**config.mk**
```make
export PLATFORM = sky130hd
export DESIGN_NAME = ricg_dev_flat
export DESIGN_NICKNAME = d
export VERILOG_FILES = /design/src/ricg_pkg.sv /design/src/ricg_link_if.sv /design/src/ricg_dev.sv /design/src/flat_wrapper.sv
export SDC_FILE = /design/constraint.sdc
export NUM_CORES = 1
export LEC_CHECK = 0
export ABC_CLOCK_PERIOD_IN_PS = 3200
export BUFFER_PORTS_ARGS = -buffer_cell sky130_fd_sc_hd__buf_2
export CORE_MARGIN = 8
export CORE_UTILIZATION = 53
export CTS_CLUSTER_SIZE = 10
export DETAILED_ROUTE_END_ITERATION = 10
export PLACE_DENSITY = 0.73
export REMOVE_ABC_BUFFERS = 1
export SYNTH_ARGS = -nofsm -noshare
export SYNTH_HDL_FRONTEND = slang
export SYNTH_SLANG_ARGS = --single-unit
```
**constraint.sdc**
```tcl
create_clock -name clk_i -period 3.2 [get_ports clk_i]
set_input_delay 0.32 -clock clk_i [delete_from_list [all_inputs] [get_ports clk_i]]
set_output_delay 0.32 -clock clk_i [all_outputs]
set_load 0.02 [all_outputs]
```
**src/ricg_pkg.sv**
```systemverilog
// Shared constants and helpers for the identification code link
// Summary of operation
// - Device holds family, serial, range, CRC code.
// - CRC uses x8+x5+x4+1 feedback shift register.
// - CRC register cleared before first bit.
// - Bits enter LSB first: family, serial, range.
// - Shifting stored CRC through leaves zero.
// - Every bus byte moves least significant first.
// - Master addresses first, then memory command.
// - High-speed addressing byte switches link fast.
// - Memory commands accepted only after addressing.
package ricg_pkg;
	localparam int FAMILY_W = 8;
	localparam int SERIAL_W = 36;
	localparam int RANGE_W = 12;
	localparam int CRC_W = 8;
	localparam int BASE_W = FAMILY_W + SERIAL_W + RANGE_W;
	localparam int ID_W = BASE_W + CRC_W;
	// Family value is arbitrary
	localparam logic [7:0] FAMILY_CODE = 8'h5a;
	localparam logic [7:0] CRC_RESET = 8'h00;
	localparam logic [5:0] CNT_ZERO = 6'h00;
	localparam logic [5:0] CNT_ONE = 6'h01;
	localparam logic [5:0] BYTE_LAST = 6'h07;
	localparam logic [5:0] CRC_LAST = 6'h37;
	localparam logic [5:0] ID_LAST = 6'h3f;
	localparam logic [1:0] PH_BIT = 2'h0;
	localparam logic [1:0] PH_CMP = 2'h1;
	localparam logic [1:0] PH_DIR = 2'h2;
	// Addressing command bytes
	localparam logic [7:0] CMD_READ = 8'h0f;
	localparam logic [7:0] CMD_MATCH = 8'h1e;
	localparam logic [7:0] CMD_SEARCH = 8'h2d;
	localparam logic [7:0] CMD_CSEARCH = 8'h3c;
	localparam logic [7:0] CMD_SKIP = 8'h4b;
	localparam logic [7:0] CMD_HSKIP = 8'h5a;
	localparam logic [7:0] CMD_HMATCH = 8'h69;
	// Bit slot spacing in clock cycles, minus one
	localparam logic [7:0] STD_DIV = 8'h0f;
	localparam logic [7:0] HS_DIV = 8'h03;
	localparam logic [7:0] DIV_ZERO = 8'h00;
	localparam logic [7:0] DIV_ONE = 8'h01;

	typedef enum logic [2:0] {
		OP_READ,
		OP_MATCH,
		OP_SKIP,
		OP_HSKIP,
		OP_HMATCH,
		OP_MEM
	} ricg_op_t;

	// One step of the reflected x8+x5+x4+1 generator
	function automatic logic [7:0] ricg_crc_step(input logic [7:0] c,
		input logic b);
		logic fb;
		fb = c[0] ^ b;
		ricg_crc_step = {fb, c[7:5], c[4] ^ fb, c[3] ^ fb, c[2:1]};
	endfunction
endpackage

```
**src/ricg_link_if.sv**
```systemverilog
// Bit-slot link between the bus master and the identified device
`timescale 1ns/1ps
interface ricg_link_if;
	logic bus_rst;
	logic wr_stb;
	logic wr_bit;
	logic rd_stb;
	logic rd_bit;
	logic rd_vld;
	logic hs;

	modport dev (
		input bus_rst,
		input wr_stb,
		input wr_bit,
		input rd_stb,
		output rd_bit,
		output rd_vld,
		output hs
	);

	modport host (
		output bus_rst,
		output wr_stb,
		output wr_bit,
		output rd_stb,
		input rd_bit,
		input rd_vld,
		input hs
	);
endinterface

```
**src/ricg_dev.sv**
```systemverilog
// Device end: identification code, CRC generator and addressing layer
`timescale 1ns/1ps
module ricg_dev
	import ricg_pkg::*;
#(
	parameter logic [SERIAL_W-1:0] SERIAL_NUM = 36'h000000001,
	parameter logic [RANGE_W-1:0] RANGE_CODE = 12'h001
)(
	input wire logic clk_i,
	input wire logic srst_i,
	ricg_link_if.dev link,
	input wire logic alarm_i,
	output logic id_ready_o,
	output logic id_good_o,
	output logic [7:0] id_crc_o,
	output logic addr_done_o,
	output logic hs_o,
	output logic [7:0] mem_cmd_o,
	output logic mem_cmd_vld_o
);
	typedef enum logic [3:0] {
		D_CALC,
		D_IDLE,
		D_ROMCMD,
		D_READ,
		D_MATCH,
		D_SRCH,
		D_MEMCMD,
		D_MEM,
		D_DROP
	} ricg_dstate_t;

	ricg_dstate_t st_r, st_nxt;
	logic [5:0] cnt_r, cnt_nxt;
	logic [1:0] ph_r, ph_nxt;
	logic [7:0] crc_r, crc_nxt;
	logic [7:0] code_r, code_nxt;
	logic [7:0] sh_r, sh_nxt;
	logic [7:0] mem_r, mem_nxt;
	logic good_r, good_nxt;
	logic hs_r, hs_nxt;
	logic addr_r, addr_nxt;
	logic mvld_r, mvld_nxt;
	logic rbit_r, rbit_nxt;
	logic rvld_r, rvld_nxt;
	logic [ID_W-1:0] id_w;
	logic [7:0] byte_w;
	logic [7:0] step_w;
	logic cur_bit;

	// Serial order is family first, LSB first
	assign id_w = {code_r, RANGE_CODE, SERIAL_NUM, FAMILY_CODE};
	assign cur_bit = id_w[cnt_r];
	assign byte_w = {link.wr_bit, sh_r[7:1]};
	assign step_w = ricg_crc_step(crc_r, cur_bit);

	always_comb
	begin
		st_nxt = st_r;
		cnt_nxt = cnt_r;
		ph_nxt = ph_r;
		crc_nxt = crc_r;
		code_nxt = code_r;
		sh_nxt = sh_r;
		mem_nxt = mem_r;
		good_nxt = good_r;
		hs_nxt = hs_r;
		addr_nxt = addr_r;
		mvld_nxt = 1'b0;
		// An idle wire reads high when nobody answers
		rbit_nxt = 1'b1;
		rvld_nxt = link.rd_stb;
		if (link.bus_rst && st_r != D_CALC)
		begin
			st_nxt = D_ROMCMD;
			cnt_nxt = CNT_ZERO;
			ph_nxt = PH_BIT;
			addr_nxt = 1'b0;
		end
		else
		begin
			case (st_r)
				D_CALC:
				begin
					// The code is built at power-up, not taken from a table
					crc_nxt = step_w;
					cnt_nxt = cnt_r + CNT_ONE;
					if (cnt_r == CRC_LAST)
						code_nxt = step_w;
					if (cnt_r == ID_LAST)
					begin
						good_nxt = (step_w == CRC_RESET);
						st_nxt = D_IDLE;
					end
				end
				D_ROMCMD:
				begin
					if (link.wr_stb)
					begin
						sh_nxt = byte_w;
						cnt_nxt = cnt_r + CNT_ONE;
						if (cnt_r == BYTE_LAST)
						begin
							cnt_nxt = CNT_ZERO;
							case (byte_w)
								CMD_READ:
									st_nxt = D_READ;
								CMD_MATCH:
									st_nxt = D_MATCH;
								CMD_HMATCH:
								begin
									st_nxt = D_MATCH;
									hs_nxt = 1'b1;
								end
								CMD_SEARCH:
									st_nxt = D_SRCH;
								CMD_CSEARCH:
									st_nxt = alarm_i ? D_SRCH : D_DROP;
								CMD_SKIP:
								begin
									st_nxt = D_MEMCMD;
									addr_nxt = 1'b1;
								end
								CMD_HSKIP:
								begin
									st_nxt = D_MEMCMD;
									addr_nxt = 1'b1;
									hs_nxt = 1'b1;
								end
								default:
									st_nxt = D_DROP;
							endcase
						end
					end
				end
				D_READ:
				begin
					if (link.rd_stb)
					begin
						rbit_nxt = cur_bit;
						cnt_nxt = cnt_r + CNT_ONE;
						if (cnt_r == ID_LAST)
						begin
							st_nxt = D_MEMCMD;
							addr_nxt = 1'b1;
						end
					end
				end
				D_MATCH:
				begin
					if (link.wr_stb)
					begin
						cnt_nxt = cnt_r + CNT_ONE;
						if (link.wr_bit != cur_bit)
							st_nxt = D_DROP;
						else if (cnt_r == ID_LAST)
						begin
							st_nxt = D_MEMCMD;
							addr_nxt = 1'b1;
						end
					end
				end
				D_SRCH:
				begin
					case (ph_r)
						PH_BIT:
						begin
							if (link.rd_stb)
							begin
								rbit_nxt = cur_bit;
								ph_nxt = PH_CMP;
							end
						end
						PH_CMP:
						begin
							if (link.rd_stb)
							begin
								rbit_nxt = ~cur_bit;
								ph_nxt = PH_DIR;
							end
						end
						default:
						begin
							if (link.wr_stb)
							begin
								ph_nxt = PH_BIT;
								cnt_nxt = cnt_r + CNT_ONE;
								if (link.wr_bit != cur_bit)
									st_nxt = D_DROP;
								else if (cnt_r == ID_LAST)
								begin
									st_nxt = D_MEMCMD;
									addr_nxt = 1'b1;
								end
							end
						end
					endcase
				end
				D_MEMCMD:
				begin
					// Reached only with addressing finished
					if (link.wr_stb && addr_r)
					begin
						sh_nxt = byte_w;
						cnt_nxt = cnt_r + CNT_ONE;
						if (cnt_r == BYTE_LAST)
						begin
							mem_nxt = byte_w;
							mvld_nxt = 1'b1;
							st_nxt = D_MEM;
						end
					end
				end
				default:
				begin
					st_nxt = st_r;
				end
			endcase
		end
	end

	always_ff @(posedge clk_i)
	begin
		if (srst_i)
		begin
			st_r <= D_CALC;
			cnt_r <= CNT_ZERO;
			ph_r <= PH_BIT;
			crc_r <= CRC_RESET;
			code_r <= CRC_RESET;
			sh_r <= CRC_RESET;
			mem_r <= CRC_RESET;
			good_r <= 1'b0;
			hs_r <= 1'b0;
			addr_r <= 1'b0;
			mvld_r <= 1'b0;
			rbit_r <= 1'b1;
			rvld_r <= 1'b0;
		end
		else
		begin
			st_r <= st_nxt;
			cnt_r <= cnt_nxt;
			ph_r <= ph_nxt;
			crc_r <= crc_nxt;
			code_r <= code_nxt;
			sh_r <= sh_nxt;
			mem_r <= mem_nxt;
			good_r <= good_nxt;
			hs_r <= hs_nxt;
			addr_r <= addr_nxt;
			mvld_r <= mvld_nxt;
			rbit_r <= rbit_nxt;
			rvld_r <= rvld_nxt;
		end
	end

	assign link.rd_bit = rbit_r;
	assign link.rd_vld = rvld_r;
	assign link.hs = hs_r;
	assign hs_o = hs_r;
	assign id_ready_o = (st_r != D_CALC);
	assign id_good_o = good_r;
	assign id_crc_o = code_r;
	assign addr_done_o = addr_r;
	assign mem_cmd_o = mem_r;
	assign mem_cmd_vld_o = mvld_r;
endmodule

```
**src/flat_wrapper.sv**
```systemverilog
// flat-port wrapper written by rule: the top's interface ports become plain ports
module ricg_dev_flat import ricg_pkg::*;
#(
	parameter logic [SERIAL_W-1:0] SERIAL_NUM = 36'h000000001,
	parameter logic [RANGE_W-1:0] RANGE_CODE = 12'h001
)
  (clk_i, srst_i, alarm_i, id_ready_o, id_good_o, id_crc_o, addr_done_o, hs_o, mem_cmd_o, mem_cmd_vld_o, link_bus_rst, link_wr_stb, link_wr_bit, link_rd_stb, link_rd_bit, link_rd_vld, link_hs);
  ricg_link_if link_i ();
  input wire logic clk_i;
  input wire logic srst_i;
  input wire logic alarm_i;
  output logic id_ready_o;
  output logic id_good_o;
  output logic [7:0] id_crc_o;
  output logic addr_done_o;
  output logic hs_o;
  output logic [7:0] mem_cmd_o;
  output logic mem_cmd_vld_o;
  input wire logic [$bits(link_i.bus_rst)-1:0] link_bus_rst;
  input wire logic [$bits(link_i.wr_stb)-1:0] link_wr_stb;
  input wire logic [$bits(link_i.wr_bit)-1:0] link_wr_bit;
  input wire logic [$bits(link_i.rd_stb)-1:0] link_rd_stb;
  output wire logic [$bits(link_i.rd_bit)-1:0] link_rd_bit;
  output wire logic [$bits(link_i.rd_vld)-1:0] link_rd_vld;
  output wire logic [$bits(link_i.hs)-1:0] link_hs;
  assign link_i.bus_rst = link_bus_rst;
  assign link_i.wr_stb = link_wr_stb;
  assign link_i.wr_bit = link_wr_bit;
  assign link_i.rd_stb = link_rd_stb;
  assign link_rd_bit = link_i.rd_bit;
  assign link_rd_vld = link_i.rd_vld;
  assign link_hs = link_i.hs;
  ricg_dev #(.SERIAL_NUM(SERIAL_NUM), .RANGE_CODE(RANGE_CODE)) u_core (.clk_i(clk_i), .srst_i(srst_i), .link(link_i), .alarm_i(alarm_i), .id_ready_o(id_ready_o), .id_good_o(id_good_o), .id_crc_o(id_crc_o), .addr_done_o(addr_done_o), .hs_o(hs_o), .mem_cmd_o(mem_cmd_o), .mem_cmd_vld_o(mem_cmd_vld_o));
endmodule
```
==> metrics.yaml <==
clock_network:
  cts_resized: 0
  cts_root_buf: "clkbuf_8"
  cts_made_buffers: 5
  h-tree-depth: 2
  clk_latency_ps: 300
  tritoncts: "built"
  cts_buffer_depth: 2
  clock_sinks: 49
  cts_setup_buffers: 0
  ctsHoldBuffers: 0
  cts.clk_slew.worst_paths_ps: 100
synthesis:
  synth_edf_count: 0
  yosys_register_bits: 49
  yosys_warnings: 0
  netlist_top_cells_area: "dfxtp_1 36%, mux2i_1 11%, nor2_1 6.2%"
  syn-instance-count: 326
  synth_seq_area_share_pct: 36.1
  synth-async-reset-ratio_pct: 0
  synthFlopType: "dfxtp_1"
  synth_top_area_share_pct: 36.1
  syn-cell-area_um2: 2720
  yosysUniqueCellTypes: 52
  netlist.top_cell.by_area: "dfxtp_1"
  postSynthAreaPerCell_um2: 8.34
timing:
  fin_crit_sh_pct: 87.8
  timing.setup.tns_ps: 0
  hold_viol: 0
  clock.fmax_mhz: 356
  slew_headroom_pct: 50.3
  rsz0062_at_grt: "false"
  drv_slew: 0
  worst_pin_slew_ps: 740
  worst_clock_skew_ps: 6.45
  fin_crit_ps: 2810
  setup_viol: 0
  timing.hold.ws_ps: 318
grt:
  overflow: 0
  grt_first_pass_wirelength_mm: 10.1
  antenna_found_initial: 0
  grt_max_degree: 39
  grt_pass1_vias: 2124
  grt_usage_pct: 16.1
finish:
  drive_gt1_share_pct: 15.8
  final_common_cell: "dfxtp_1"
  postLayoutCellArea_um2: 2970
  area_growth_pct: 9.06
  nNetsFinal: 349
  fillCellCount: 475
  insertedDiodeCount: 0
  final_cells: 411
  final_cell_mix: "49 x dfxtp_1, 45 x nor2_1, 31 x nand2_1"
critical_path:
  worstReg2RegStart: "u_core.cnt_r[1]"
  path_cells: "ha_1, nand2_1, or4_1, a22o_1, or3_4, a2111oi_4, a211oi_1"
  cp_data_required_time_ps: 3390
  reg2reg_to: "u_core.st_r[0]"
  setup.worst_path.end: "u_core.st_r[0]"
  crit_path_top_delay_cell: "or4_1"
  reg2reg_depth: 7
  rrSetupSlack_ps: 390
  cp_max_fo: 7
  cpPeakStageDelay_ps: 590
  worstSetupStartpoint: "u_core.cnt_r[1]"
  setup.worst_path.end_class: "flop"
  critPathKind: "reg -> reg"
  arrival_ps: 3000
  start_kind: "flop"
route:
  wl_per_cell_um: 14.7
  drcViolationCount: 0
  wirelength_mm: 6.04
  vias: 2306
  drt_first_pass_iters: 4
  routed_via_density: 5.61
  ant_nets: 0
  drt_iter0_markers: 202
place:
  dp_hpwl_mm: 4.28
  placed_cells: 403
  gp_congestion: 0.865
  placed_area_um2: 2870
  io_buffer_count: 30
power_and_ir_drop:
  p_clk_share_pct: 31.6
  switching_share_pct: 28.2
  total_power_uw: 1230
  p_leak_uw: 0.00112
  power_density_nw_per_um2: 416
  intPower_uw: 886
  p_switching_uw: 349
  seq_power_share_pct: 54.4
  pwr-share-comb_pct: 14.0
  ir_drop_uv: 311
status:
  status: "finished, final reports clean"
floorplan:
  core_area_um2: 5040
  chipWidth_um: 87.6
  die-area_um2: 7680
  ios: 31
  initial_core_util_pct: 53.9
  die_h_um: 87.6
  row_count: 26
job:
  max_cap_viol_count: 0
min_path:
  hold_path_class: "in -> reg"
  hold_path_depth: 2
==> critical path, delay by kind of cell, from the launching register on <==
| kind | cells | cell delay (ps) |
|---|---|---|
| and+or+nand+nor | 3 | 1150 |
| AOI/OAI and AO/OA | 3 | 790 |
| DFF | 1 | 510 |
| adders and majority gates | 1 | 260 |
==> Yosys cell counts (2+ instances only) <==
cell and n:
o21ai_0 6, or3_1 2, or2_2 4, a211oi_1 8
nor4_1 10, nor3_1 10, a21o_1 2, a22o_1 2
o22ai_1 2, dfxtp_1 49, nand4_1 2, inv_1 4
nand3_1 6, xor2_1 2, nor2b_1 15, a22oi_1 4
or4_1 3, xnor2_1 5, a21oi_1 16, buf_2 8
buf_4 2, ha_1 2, a32oi_1 2, mux2i_1 29
nor2_1 45, clkbuf_1 14, o31ai_1 5, and3_1 3
nand2_1 31, nand2b_1 11
==> per-stage QoR <==
step,setup slack [ps],utilization (%)
after floorplan,-585,-
after global placement,522,56.9
after detailed placement,420,56.9
after CTS,393,58.8
after global routing,168,58.8
final,390,58.8
==> sequential cells by signal, indices dropped and copies added, names as in the netlist <==
signal                cells
u_core.addr_done_o        1
u_core.cnt_r              6
u_core.crc_r              8
u_core.hs_o               1
u_core.id_crc_o           8
u_core.id_good_o          1
u_core.link.rd_bit        1
u_core.link.rd_vld        1
u_core.mem_cmd_o          8
u_core.mem_cmd_vld_o      1
u_core.ph_r               2
u_core.sh_r               7
u_core.st_r               4
==> per-layer routing <==
metal	share of wire, %	global-route usage (%)	vias up
met3	4.1	3.19	6
li1	-	-	1181
met4	1.3	4.53	0
met1	48	21.0	1074
met5	0	0	-
met2	46	26.2	45
==> kinds of logic (layout without fill, tap and decap cells) <==
logic type / count (synthesis) / count (layout) / share of synthesized area [%]
AOI/OAI and AO/OA: 58 / 58 / 15.9
xor gates and xnor gates: 8 / 8 / 2.85
adders and majority gates: 2 / 2 / 0.920
buffers and inverters: 30 / 45 / 5.06
DFF: 49 / 49 / 36.1
muxes: 30 / 30 / 11.5
and+or+nand+nor: 149 / 149 / 27.7
==> worst min path at each step <==
stage | startpoint | end | slack, ps
finish | link_rd_stb | u_core.link.rd_vld | 320
global route | link_rd_stb | u_core.link.rd_vld | 320
CTS | link_rd_stb | u_core.link.rd_vld | 310
detailed placement | u_core.mem_cmd_o[4] | u_core.mem_cmd_o[4] | 480
global placement | u_core.mem_cmd_o[5] | u_core.mem_cmd_o[5] | 470
floorplan | srst_i | u_core.crc_r[0] | 390
==> power groups by stage <==
stage / combinational, uW / clock (uW) / sequential, uW
floorplan: 125 / 0 / 677
global placement: 171 / 0 / 684
detailed placement: 173 / 0 / 686
CTS: 174 / 397 / 671
global route: 193 / 425 / 677
finish: 173 / 390 / 672
==> final cells by class <==
| cell class | instances | area [um2] | share of cell area (%) |
|---|---|---|---|
| clock buffers | 6 | 82.6 | 2.78 |
| clock inverters | 2 | 13.8 | 0.464 |
| inverters | 4 | 15.0 | 0.506 |
| multi-input cells | 247 | 1610 | 54.4 |
| flip-flops and latches | 49 | 981 | 33.1 |
| well taps | 70 | 87.6 | 2.95 |
| repair buffers | 33 | 173 | 5.82 |
No activity file was read; power rests on OpenSTA's default activity.
